--- config.mk ---
export PLATFORM = sky130hd
export DESIGN_NAME = ocd_top
export DESIGN_NICKNAME = d
export VERILOG_FILES = /design/src/inc/ocd_pkg.sv /design/src/design/ocd_top.sv
export SDC_FILE = /design/constraint.sdc
export NUM_CORES = 2
export LEC_CHECK = 0
export BUFFER_PORTS_ARGS = -buffer_cell sky130_fd_sc_hd__buf_2
export CAP_MARGIN = 40
export CORE_ASPECT_RATIO = 1.25
export CORE_MARGIN = 2
export CORE_UTILIZATION = 55
export DETAILED_ROUTE_END_ITERATION = 6
export HOLD_SLACK_MARGIN = 0.15
export PLACE_DENSITY = 0.81
export SLEW_MARGIN = 10
export SYNTH_ARGS = -nofsm -noshare
export SYNTH_HDL_FRONTEND = slang
export SYNTH_SLANG_ARGS = --single-unit
--- constraint.sdc ---
create_clock -name clk_i -period 10.44 [get_ports clk_i]
set_input_delay 2.088 -clock clk_i [delete_from_list [all_inputs] [get_ports clk_i]]
set_output_delay 2.088 -clock clk_i [all_outputs]
set_load 0.01 [all_outputs]
--- src/inc/ocd_pkg.sv ---
// Shared constants and types for the on-screen character display
package ocd_pkg;

  // Register map, byte addresses in the external memory space
  localparam logic [15:0] REG_BASE   = 16'hFC00;
  localparam logic [7:0]  OFF_CTRL   = 8'h00;
  localparam logic [7:0]  OFF_VPOS   = 8'h01;
  localparam logic [7:0]  OFF_HPOS   = 8'h02;
  localparam logic [7:0]  OFF_ATTR   = 8'h03;
  localparam logic [7:0]  OFF_ROWSP  = 8'h04;
  localparam logic [7:0]  OFF_FADE   = 8'h05;
  localparam logic [7:0]  OFF_BARCTL = 8'h06;
  localparam logic [7:0]  OFF_BARPOS = 8'h07;
  localparam logic [7:0]  OFF_STATUS = 8'h08;
  localparam logic [7:0]  VRAM_PAGE  = 8'hFD;

  // Control register fields
  localparam int CTRL_CHR_EN  = 0;
  localparam int CTRL_BG_EN   = 1;
  localparam int CTRL_HS_POL  = 2;
  localparam int CTRL_VS_POL  = 3;
  localparam int CTRL_RGB_POL = 4;
  localparam int CTRL_FRG_EN  = 5;
  localparam int CTRL_PXH_LO  = 6;
  localparam int CTRL_PXH_HI  = 7;

  // Frame attribute, bar control and row attribute fields
  localparam int ATTR_FRG_LO  = 0;
  localparam int ATTR_FRG_HI  = 2;
  localparam int ATTR_BG_LO   = 3;
  localparam int ATTR_BG_HI   = 5;
  localparam int BAR_ROW_LO   = 0;
  localparam int BAR_ROW_HI   = 2;
  localparam int BAR_EN       = 3;
  localparam int BAR_COL_LO   = 4;
  localparam int BAR_COL_HI   = 6;
  localparam int RATTR_CH_LO  = 0;
  localparam int RATTR_CH_HI  = 2;
  localparam int RATTR_BG_LO  = 3;
  localparam int RATTR_BG_HI  = 5;
  localparam int RATTR_BG_EN  = 6;

  // Reset values
  localparam logic [7:0] CTRL_RST  = 8'h00;
  localparam logic [5:0] POS_RST   = 6'h00;
  localparam logic [5:0] ATTR_RST  = 6'h00;
  localparam logic [3:0] ROWSP_RST = 4'h0;
  localparam logic [6:0] BAR_RST   = 7'h00;

  // Geometry
  localparam int          TEXT_ROWS  = 6;
  localparam int          TEXT_COLS  = 20;
  localparam int          VRAM_ROWS  = 8;
  localparam int          VRAM_COLS  = 21;
  localparam int          GLYPHS     = 96;
  localparam int          ROM_WORDS  = 3072;
  localparam logic [3:0]  GLYPH_LAST = 4'd14;
  localparam logic [3:0]  GLYPH_W    = 4'd11;
  localparam logic [3:0]  CELL_LAST  = 4'd11;
  localparam logic [3:0]  HALF_CELL  = 4'd6;
  localparam logic [3:0]  FETCH_W0   = 4'd8;
  localparam logic [3:0]  FETCH_W1   = 4'd9;
  localparam logic [3:0]  LATCH_W0   = 4'd10;
  localparam logic [6:0]  CODE_FIRST = 7'h20;
  localparam logic [11:0] WORDS_PER_GLYPH = 12'd30;
  localparam logic [4:0]  COL_IDLE   = 5'h1F;
  localparam logic [4:0]  COL_LAST   = 5'd20;
  localparam logic [9:0]  LINE_PRE   = 10'h3FF;

  // Dot oscillator gating around horizontal sync
  localparam int         CLK_PERIOD_NS   = 4;
  localparam int         DOT_PERIOD_NS   = 4;
  localparam int         HALT_TPV        = 2;
  localparam int         RESTART_TPV     = 1;
  localparam logic [1:0] HALT_CYC    = 2'((HALT_TPV * DOT_PERIOD_NS) / CLK_PERIOD_NS);
  localparam logic [1:0] RESTART_CYC =
    2'((RESTART_TPV * DOT_PERIOD_NS + CLK_PERIOD_NS - 1) / CLK_PERIOD_NS);

  typedef enum logic [1:0] {
    VS_WAIT = 2'b00,
    VS_ROW  = 2'b01,
    VS_GAP  = 2'b10,
    VS_DONE = 2'b11
  } ocd_vstate_e;

endpackage

--- src/design/ocd_top.sv ---
// On-screen character display: registers, video memory, timing and pixel path
// Functional notes
// - Six rows, twenty columns, 96 glyphs, 11x15
// - Seven foreground colours chosen per row
// - Glyph dots stretched over 1-4 lines
// - Programmable sync input and RGB polarity
// - 64 vertical, 64 horizontal start positions
// - Row gap from 2 to 17 lines
// - Vertical fade position limits shown lines
// - One row draws half-column bar colour
// - Fringe switchable with selectable colour
// - Eight background colours including black
// - Character and background display enables
// - Glyph ROM 3K six-bit words
// - Eight row arrays, 21 seven-bit cells
// - Row attribute gives colours, background enable
// - Twenty codes per row select glyphs
// - Control registers decoded from FC00h
// - Dot oscillator restarts after hsync end
// - Interrupt on filtered vsync leading edge
//
// Our own choices: the register offsets and strobed register access.
`timescale 1ns/1ps

module ocd_top (
  input  wire logic        clk_i,
  input  wire logic        sys_rst_i,
  input  wire logic [15:0] reg_addr_i,
  input  wire logic [7:0]  reg_wdata_i,
  input  wire logic        reg_wr_i,
  input  wire logic        reg_rd_i,
  output logic      [7:0]  reg_rdata_o,
  input  wire logic        hsync_i,
  input  wire logic        vsync_i,
  output logic      [11:0] rom_addr_o,
  input  wire logic [5:0]  rom_data_i,
  output logic             dot_clock_oscillator_en_o,
  output logic             vertical_sync_irq_o,
  output logic             red_overlay_out_o,
  output logic             green_overlay_out_o,
  output logic             blue_overlay_out_o,
  output logic             overlay_blank_out_o
);

  typedef struct packed {
    logic [2:0]          hs_sync;
    logic [2:0]          vs_sync;
    logic                hs_f;
    logic                vs_f;
    logic                hs_d;
    logic                vs_d;
    logic [7:0]          ctrl;
    logic [5:0]          vpos;
    logic [5:0]          hpos;
    logic [5:0]          attr;
    logic [3:0]          rowsp;
    logic [5:0]          fade;
    logic [6:0]          barctl;
    logic [5:0]          barpos;
    logic [7:0]          rdata;
    ocd_pkg::ocd_vstate_e vst;
    logic [9:0]          vl;
    logic [2:0]          row;
    logic [3:0]          gl;
    logic [1:0]          sub;
    logic [4:0]          gap;
    logic                osc_run;
    logic                osc_stop;
    logic [1:0]          osc_cnt;
    logic                hwait;
    logic [8:0]          hcnt;
    logic [4:0]          colp;
    logic [3:0]          d;
    logic [11:0]         pat;
    logic [5:0]          nxt;
    logic                prevdot;
    logic [2:0]          rgb;
    logic                blank;
    logic                irq;
    logic [11:0]         rom_addr;
  } ocd_state_s;

  ocd_state_s st;
  ocd_state_s next_st;

  // Cell 0 of each array is the attribute, 1..20 the codes
  // No reset: software fills it before enabling characters
  logic [6:0] vram [ocd_pkg::VRAM_ROWS][ocd_pkg::VRAM_COLS];

  logic       vram_hit;
  logic       reg_hit;
  logic [2:0] vram_row;
  logic [4:0] vram_col;

  // Video memory sits on its own page of the external space
  assign vram_hit = (reg_addr_i[15:8] == ocd_pkg::VRAM_PAGE) &&
                    (reg_addr_i[4:0] < 5'(ocd_pkg::VRAM_COLS));
  assign reg_hit  = (reg_addr_i[15:8] == ocd_pkg::REG_BASE[15:8]);
  assign vram_row = reg_addr_i[7:5];
  assign vram_col = reg_addr_i[4:0];

  always_ff @(posedge clk_i) begin
    if (reg_wr_i && vram_hit) begin
      vram[vram_row][vram_col] <= reg_wdata_i[6:0];
    end
  end

  // Combinational helpers
  logic        hs_act;
  logic        vs_act;
  logic        hs_lead;
  logic        hs_trail;
  logic        vs_lead;
  logic [1:0]  pxh;
  logic [7:0]  vstart;
  logic [8:0]  hstart;
  logic [6:0]  rattr;
  logic [6:0]  code;
  logic [6:0]  glyph;
  logic [11:0] glyph_base;
  logic [9:0]  rel;
  logic        vis;
  logic        in_cols;
  logic        area;
  logic        dot;
  logic        right;
  logic        char_px;
  logic        frg_px;
  logic        rbg_px;
  logic        fbg_px;
  logic        bar_hit;
  logic [5:0]  halfcol;
  logic [2:0]  colour;

  always_comb begin
    next_st = st;

    // Three-stage sync filter: accept a level once stages two and three agree
    // Reset leaves all stages low, matching an idle active-high pin
    next_st.hs_sync = {st.hs_sync[1:0], hsync_i};
    next_st.vs_sync = {st.vs_sync[1:0], vsync_i};
    if (st.hs_sync[1] == st.hs_sync[2]) begin
      next_st.hs_f = st.hs_sync[2];
    end
    if (st.vs_sync[1] == st.vs_sync[2]) begin
      next_st.vs_f = st.vs_sync[2];
    end

    // Polarity bit set means the sync input is active low
    // Flipping it while the pin idles reads as a sync edge
    hs_act   = st.hs_f ^ st.ctrl[ocd_pkg::CTRL_HS_POL];
    vs_act   = st.vs_f ^ st.ctrl[ocd_pkg::CTRL_VS_POL];
    next_st.hs_d = hs_act;
    next_st.vs_d = vs_act;
    hs_lead  = hs_act & ~st.hs_d;
    hs_trail = ~hs_act & st.hs_d;
    vs_lead  = vs_act & ~st.vs_d;
    next_st.irq = vs_lead;

    pxh    = st.ctrl[ocd_pkg::CTRL_PXH_HI:ocd_pkg::CTRL_PXH_LO];
    vstart = {st.vpos, 2'b00};
    hstart = {1'b0, st.hpos, 2'b00};
    rattr  = vram[st.row][0];

    // Register bus; read data stands one cycle only
    // Unmapped offsets read zero and ignore writes
    next_st.rdata = 8'h00;
    if (reg_wr_i && reg_hit) begin
      case (reg_addr_i[7:0])
        ocd_pkg::OFF_CTRL:   next_st.ctrl   = reg_wdata_i;
        ocd_pkg::OFF_VPOS:   next_st.vpos   = reg_wdata_i[5:0];
        ocd_pkg::OFF_HPOS:   next_st.hpos   = reg_wdata_i[5:0];
        ocd_pkg::OFF_ATTR:   next_st.attr   = reg_wdata_i[5:0];
        ocd_pkg::OFF_ROWSP:  next_st.rowsp  = reg_wdata_i[3:0];
        ocd_pkg::OFF_FADE:   next_st.fade   = reg_wdata_i[5:0];
        ocd_pkg::OFF_BARCTL: next_st.barctl = reg_wdata_i[6:0];
        ocd_pkg::OFF_BARPOS: next_st.barpos = reg_wdata_i[5:0];
        default:             next_st.ctrl   = st.ctrl;
      endcase
    end
    if (reg_rd_i && vram_hit) begin
      next_st.rdata = {1'b0, vram[vram_row][vram_col]};
    end else if (reg_rd_i && reg_hit) begin
      case (reg_addr_i[7:0])
        ocd_pkg::OFF_CTRL:   next_st.rdata = st.ctrl;
        ocd_pkg::OFF_VPOS:   next_st.rdata = {2'b00, st.vpos};
        ocd_pkg::OFF_HPOS:   next_st.rdata = {2'b00, st.hpos};
        ocd_pkg::OFF_ATTR:   next_st.rdata = {2'b00, st.attr};
        ocd_pkg::OFF_ROWSP:  next_st.rdata = {4'h0, st.rowsp};
        ocd_pkg::OFF_FADE:   next_st.rdata = {2'b00, st.fade};
        ocd_pkg::OFF_BARCTL: next_st.rdata = {1'b0, st.barctl};
        ocd_pkg::OFF_BARPOS: next_st.rdata = {2'b00, st.barpos};
        ocd_pkg::OFF_STATUS: next_st.rdata = {vs_act, hs_act, st.vst, st.osc_run, st.row};
        default:             next_st.rdata = 8'h00;
      endcase
    end

    // Dot oscillator: halt shortly after hsync starts, restart after it ends
    // A new edge reloads the count, so a short pulse cannot strand it
    if (hs_lead) begin
      next_st.osc_cnt  = ocd_pkg::HALT_CYC;
      next_st.osc_stop = 1'b1;
    end else if (hs_trail) begin
      next_st.osc_cnt  = ocd_pkg::RESTART_CYC;
      next_st.osc_stop = 1'b0;
    end else if (st.osc_cnt != 2'd0) begin
      next_st.osc_cnt = st.osc_cnt - 2'd1;
      if (st.osc_cnt == 2'd1) begin
        next_st.osc_run = ~st.osc_stop;
        next_st.hwait   = ~st.osc_stop;
        next_st.hcnt    = 9'd0;
      end
    end

    // Vertical sequencing, one step per line
    // Vsync wins over a coincident hsync, so that line is not counted
    if (vs_lead) begin
      next_st.vst = ocd_pkg::VS_WAIT;
      next_st.vl  = ocd_pkg::LINE_PRE;
      next_st.row = 3'd0;
    end else if (hs_lead) begin
      next_st.vl   = st.vl + 10'd1;
      next_st.colp = ocd_pkg::COL_IDLE;
      case (st.vst)
        ocd_pkg::VS_WAIT: begin
          if (next_st.vl == {2'b00, vstart}) begin
            next_st.vst = ocd_pkg::VS_ROW;
            next_st.row = 3'd0;
            next_st.gl  = 4'd0;
            next_st.sub = 2'd0;
          end
        end
        ocd_pkg::VS_ROW: begin
          if (st.sub == pxh) begin
            next_st.sub = 2'd0;
            if (st.gl == ocd_pkg::GLYPH_LAST) begin
              next_st.vst = ocd_pkg::VS_GAP;
              next_st.gap = 5'd0;
            end else begin
              next_st.gl = st.gl + 4'd1;
            end
          end else begin
            next_st.sub = st.sub + 2'd1;
          end
        end
        ocd_pkg::VS_GAP: begin
          // Gap lasts rowsp plus two lines
          if (st.gap == {1'b0, st.rowsp} + 5'd1) begin
            if (st.row == 3'(ocd_pkg::TEXT_ROWS - 1)) begin
              next_st.vst = ocd_pkg::VS_DONE;
            end else begin
              next_st.vst = ocd_pkg::VS_ROW;
              next_st.row = st.row + 3'd1;
              next_st.gl  = 4'd0;
              next_st.sub = 2'd0;
            end
          end else begin
            next_st.gap = st.gap + 5'd1;
          end
        end
        default: next_st.vst = st.vst;
      endcase
    end

    // Horizontal: wait hstart dots, one lead-in cell, then 20 cells
    // The lead-in cell only prefetches column one; it is never drawn
    if (st.osc_run && !hs_lead) begin
      if (st.hwait) begin
        if (st.hcnt == hstart) begin
          next_st.hwait = 1'b0;
          next_st.colp  = 5'd0;
          next_st.d     = 4'd0;
        end else begin
          next_st.hcnt = st.hcnt + 9'd1;
        end
      end else if (st.colp != ocd_pkg::COL_IDLE) begin
        if (st.d == ocd_pkg::CELL_LAST) begin
          next_st.d    = 4'd0;
          next_st.colp = (st.colp == ocd_pkg::COL_LAST) ? ocd_pkg::COL_IDLE : st.colp + 5'd1;
        end else begin
          next_st.d = st.d + 4'd1;
        end
      end
    end

    // Glyph fetch for the next cell, two six-bit words per glyph line
    // ROM answers a cycle after its address, hence fetch at d8, d9 and latch at d10, d11
    code       = (st.colp < ocd_pkg::COL_LAST) ? vram[st.row][st.colp + 5'd1] : ocd_pkg::CODE_FIRST;
    glyph      = (code < ocd_pkg::CODE_FIRST) ? 7'd0 : code - ocd_pkg::CODE_FIRST;
    glyph_base = 12'(glyph) * ocd_pkg::WORDS_PER_GLYPH + {7'd0, st.gl, 1'b0};
    if (st.d == ocd_pkg::FETCH_W0) begin
      next_st.rom_addr = glyph_base;
    end else if (st.d == ocd_pkg::FETCH_W1) begin
      next_st.rom_addr = glyph_base + 12'd1;
    end
    if (st.osc_run && st.colp != ocd_pkg::COL_IDLE) begin
      if (st.d == ocd_pkg::LATCH_W0) begin
        next_st.nxt = rom_data_i;
      end else if (st.d == ocd_pkg::CELL_LAST) begin
        next_st.pat = {st.nxt, rom_data_i};
      end
    end

    // Pixel selection
    // Fringe looks one dot left and right on the same line; no vertical outline
    rel     = st.vl - {2'b00, vstart};
    vis     = (st.fade == 6'd0) || (rel < {2'b00, st.fade, 2'b00});
    in_cols = (st.colp != 5'd0) && (st.colp <= ocd_pkg::COL_LAST);
    area    = st.osc_run && in_cols && vis &&
              (st.vst == ocd_pkg::VS_ROW || st.vst == ocd_pkg::VS_GAP);
    dot     = (st.d < ocd_pkg::GLYPH_W) && st.pat[4'd11 - st.d];
    right   = (st.d < ocd_pkg::GLYPH_W - 4'd1) && st.pat[4'd10 - st.d];
    next_st.prevdot = area && dot;
    char_px = st.ctrl[ocd_pkg::CTRL_CHR_EN] && area && (st.vst == ocd_pkg::VS_ROW) && dot;
    frg_px  = st.ctrl[ocd_pkg::CTRL_CHR_EN] && st.ctrl[ocd_pkg::CTRL_FRG_EN] && area &&
              (st.vst == ocd_pkg::VS_ROW) && !dot && (st.prevdot || right);
    rbg_px  = st.ctrl[ocd_pkg::CTRL_BG_EN] && area && (st.vst == ocd_pkg::VS_ROW) &&
              rattr[ocd_pkg::RATTR_BG_EN];
    fbg_px  = st.ctrl[ocd_pkg::CTRL_BG_EN] && area;
    halfcol = {st.colp - 5'd1, 1'b0} + {5'd0, st.d >= ocd_pkg::HALF_CELL};
    bar_hit = st.barctl[ocd_pkg::BAR_EN] &&
              (st.row == st.barctl[ocd_pkg::BAR_ROW_HI:ocd_pkg::BAR_ROW_LO]) &&
              (halfcol < st.barpos);

    if (char_px) begin
      colour = bar_hit ? st.barctl[ocd_pkg::BAR_COL_HI:ocd_pkg::BAR_COL_LO]
                       : rattr[ocd_pkg::RATTR_CH_HI:ocd_pkg::RATTR_CH_LO];
    end else if (frg_px) begin
      colour = st.attr[ocd_pkg::ATTR_FRG_HI:ocd_pkg::ATTR_FRG_LO];
    end else if (rbg_px) begin
      colour = rattr[ocd_pkg::RATTR_BG_HI:ocd_pkg::RATTR_BG_LO];
    end else if (fbg_px) begin
      colour = st.attr[ocd_pkg::ATTR_BG_HI:ocd_pkg::ATTR_BG_LO];
    end else begin
      colour = 3'd0;
    end
    // Inverted polarity also inverts the idle level
    next_st.rgb   = colour ^ {3{st.ctrl[ocd_pkg::CTRL_RGB_POL]}};
    next_st.blank = char_px | frg_px | rbg_px | fbg_px;
  end

  always_ff @(posedge clk_i or posedge sys_rst_i) begin
    if (sys_rst_i) begin
      st          <= '0;
      st.ctrl     <= ocd_pkg::CTRL_RST;
      st.vpos     <= ocd_pkg::POS_RST;
      st.hpos     <= ocd_pkg::POS_RST;
      st.attr     <= ocd_pkg::ATTR_RST;
      st.rowsp    <= ocd_pkg::ROWSP_RST;
      st.barctl   <= ocd_pkg::BAR_RST;
      st.barpos   <= ocd_pkg::POS_RST;
      st.vst      <= ocd_pkg::VS_DONE;
      st.vl       <= ocd_pkg::LINE_PRE;
      // Oscillator runs from reset so the first hsync halts it cleanly
      st.osc_run  <= 1'b1;
      st.colp     <= ocd_pkg::COL_IDLE;
    end else begin
      st <= next_st;
    end
  end

  assign reg_rdata_o               = st.rdata;
  assign rom_addr_o                = st.rom_addr;
  assign dot_clock_oscillator_en_o = st.osc_run;
  assign vertical_sync_irq_o       = st.irq;
  assign red_overlay_out_o         = st.rgb[2];
  assign green_overlay_out_o       = st.rgb[1];
  assign blue_overlay_out_o        = st.rgb[0];
  assign overlay_blank_out_o       = st.blank;

endmodule

==> results.json <==
{
  "dp_hpwl_mm": 139,
  "detail_route.drc_violations": 5,
  "antenna_found_initial": 20,
  "finish.net_count": 4515,
  "final_util": 0.607,
  "drive_above_1_share": 0.228,
  "postSynthCellCount": 4401,
  "fin_crit_sh": 0.704,
  "postRouteAntennaNets": 0,
  "arrival_time_at_the_worst_endpoint_ps": 8020,
  "post_cts_resize_count": 0,
  "hold_class": "register to register",
  "grt_max_degree": 103,
  "globalplace.congestion": 1.01,
  "worst_ep_required_time_ps": 11110,
  "setup-violations-final": 0,
  "initialDrtViolationCount": 8940,
  "buffers_and_inverters_on_the_worst_path": 2,
  "yosysUniqueCellTypes": 96,
  "number_of_max_capacitance_violations_reported": 0,
  "max_stage_delay_ps": 1060,
  "core_region_area_sq_um": 118000,
  "clk_pin_slew_ps": 60,
  "grt.overflow.total": 0,
  "final_layout_worst_hold_slack_ps": 362,
  "worst_ir_drop_vdd_v": 0.000367,
  "critical_path.reg2reg.endpoint": "rom_addr_o[11]",
  "p_sw_w": 0.00509,
  "cts-root-to-sink-buffers": 3,
  "timing.critical_path.from_type": "register",
  "pre_cts_ws_ps": 3120,
  "ys_warn_count": 0,
  "floorplan.io_pins": 62,
  "critical-path-slowest-cell": "sky130_fd_sc_hd__dfrtp_4",
  "postSynthAreaPerCell_sq_um": 14.8,
  "area_added_between_synthesis_and_finish_pct": 9.75,
  "post_layout_nonfiller_instances": 6098,
  "first_global_vias": 45768,
  "rsz0062_at_grt": "no",
  "root_buffer": "sky130_fd_sc_hd__clkbuf_16",
  "numPortBuffers": 61,
  "async_reset_ff_frac": 0.114,
  "die_extent_in_x_um": 312,
  "rr_worst_depth": 22,
  "p_leak_nw": 23.5,
  "initial_utilization": 0.553,
  "numPlacedInstances": 5841,
  "synthesis.area_sq_um": 65300,
  "design.die.area_sq_um": 121000,
  "cts_num_sinks": 1328,
  "violations": "design-rule violations",
  "timing.final.crit_period_ps": 7350,
  "sw_share": 0.335,
  "most_common_cell_after_layout_fill_and_taps_aside": "sky130_fd_sc_hd__edfxtp_1",
  "worst-r2r-setup-slack_ps": 3090,
  "synth_enable_flop_cells": 1176,
  "slew-limit-headroom": 0.172,
  "p_int_w": 0.0101,
  "flop_and_latch_count_out_of_synthesis": 1328,
  "setup.worst_path.start": "st[71]",
  "least_setup_slack_across_all_paths_after_layout_ps": 3090,
  "cp-end-kind": "register",
  "maxSlewViolCount": 0,
  "worst-path-max-fanout": 52,
  "synth-seq-area-share": 0.600,
  "ys_dominant_reg_cell": "sky130_fd_sc_hd__edfxtp_1",
  "cts-buffers-inserted": 130,
  "via_count": 46803,
  "worst_r2r_startpoint": "st[71]",
  "syn-num-nets": 4507,
  "drt-wirelength-per-cell_um": 36.2,
  "outcome": "finished, violations left",
  "fmax_mhz": 136,
  "p_seq_frac": 0.398,
  "p_comb_frac": 0.295,
  "share_clk_of_total_power": 0.308,
  "timing.critical_path.cells": "buf_4 -> mux2i_1 -> nand2_1 -> and3_1 -> a31oi_1 -> o2111ai_1 -> a211oi_2 -> o211a_4 -> o21bai_1 -> fa_1 -> fa_1 -> inv_1 -> ha_1 -> a21o_1 -> a21oi_1 -> nand2b_1 -> a21oi_1 -> a211oi_1 -> and3_1 -> nand3_1 -> xnor2_1 -> o21ai_0",
  "critPathCapture": "rom_addr_o[11]",
  "finalSetupTns_ps": 0,
  "final_cell_mix": "1,176 x sky130_fd_sc_hd__edfxtp_1, 346 x sky130_fd_sc_hd__mux4_2, 303 x sky130_fd_sc_hd__nor2_1",
  "clock_tree_from_tritoncts": "yes",
  "die_h_um": 389,
  "wire_length_after_detailed_routing_mm": 221,
  "number_of_buffers_inserted_by_hold_repair_at_cts": 0,
  "critical-path-top-delay-family": "compound AO/OA/AOI/OAI gates",
  "drt_pass1_iterations": 7,
  "total_of_fill_cells_in_the_finished_design": 8193,
  "path_class": "register to register",
  "viasPerCell": 7.68,
  "critical_path_depth": 22,
  "number_of_h_tree_levels": 4,
  "finalHoldViolCount": 0,
  "insertion_delay_to_the_later_sink_of_the_worst_skew_pair_ps": 800,
  "global_route_wire_length_before_repair_mm": 315,
  "post-cts-setup-buffer-count": 0,
  "worst-slew-pin-transition_ps": 1240,
  "fp-row-count": 141,
  "pwr_density_cell_nw_per_um2": 212,
  "grt_use_total": 0.359,
  "clock-skew-final_ps": 21.1
}
==> routing by layer <==
metal,share of wire,track usage
met4,0.099,0.292
met2,0.44,0.533
met1,0.30,0.419
met5,0.00050,0.00199
met3,0.16,0.131
==> through the flow <==
| stage | cell area [sq um] | power, W |
|---|---|---|
| floorplan | 65300 | 0.00912 |
| global placement | 66800 | 0.0104 |
| detailed placement | 67300 | 0.0105 |
| CTS | 71500 | 0.0150 |
| global route | 71600 | 0.0157 |
| finish | 71600 | 0.0152 |
==> worst min-delay path by stage <==
stage | from | slack (ps) | depth (start not counted) | endpoint
finish | next_st[147] | 360 | 0 | next_st[148]
global route | next_st[147] | 370 | 0 | next_st[148]
CTS | next_st[147] | 360 | 0 | next_st[148]
detailed placement | next_st[150] | 340 | 0 | next_st[151]
global placement | next_st[150] | 350 | 0 | next_st[151]
floorplan | next_st[147] | 330 | 0 | next_st[148]
==> cell families after synthesis <==
| group | Yosys count | synth area share |
|---|---|---|
| adders and majority gates | 72 | 0.0151 |
| muxes | 705 | 0.184 |
| AOI/OAI and AO/OA | 927 | 0.100 |
| buffers and inverters | 417 | 0.0319 |
| DFF | 1328 | 0.600 |
| xor gates and xnor gates | 69 | 0.00926 |
| and+or+nand+nor | 883 | 0.0599 |
==> power groups by stage <==
stage / logic (W) / registers [W] / clock network (W)
global placement: 0.00424 / 0.00615 / 0
detailed placement: 0.00431 / 0.00615 / 0
finish: 0.00448 / 0.00604 / 0.00467
floorplan: 0.00305 / 0.00607 / 0
CTS: 0.00434 / 0.00604 / 0.00466
global route: 0.00481 / 0.00605 / 0.00485
==> flip-flops by register name, summed over array words and instances, names as in the netlist <==
register                   flops
blue_overlay_out_o             1
dot_clock_oscillator_en_o      1
green_overlay_out_o            1
hstart                         6
next_st                        4
overlay_blank_out_o            1
pxh                            2
red_overlay_out_o              1
reg_rdata_o                    8
rom_addr_o                    12
st                           114
vertical_sync_irq_o            1
vram                        1176
==> synth_stat cells, drive strengths merged, types with 14 or more instances <==
master      n  area, sq um
a211oi     21          163
o211ai     33          248
o2111ai    15          131
a221o      28          280
nand4      28          175
mux4      369         8390
ha         58          726
xnor2      35          307
nor2      306         1150
a21oi     178          891
nor3       43          215
buf       200         1260
mux2      191         2150
mux2i     145         1450
a22o       30          263
clkbuf    152          579
nand2     302         1130
and2       14         87.6
o22ai      15         93.8
inv        60          225
edfxtp   1176        35300
xor2       34          298
dfrtp     134         3350
nor2b      26          163
and3       16          100
a31oi      40          250
nand3      83          415
a22oi     148         1110
a221oi    142         1240
dfstp      18          473
nand2b     15         93.8
o21ai     162          811
==> final cells by class <==
class	count	area (sq um)	share of cell area
multi-input cells	2656	24200	0.337
flip-flops and latches	1328	39200	0.547
well taps	1573	1970	0.0275
diodes	13	32.5	0.000454
clock buffers	142	3300	0.0460
inverters	65	253	0.00353
clock inverters	93	865	0.0121
repair buffers	228	1900	0.0265
(Power assumes the default switching activity.)
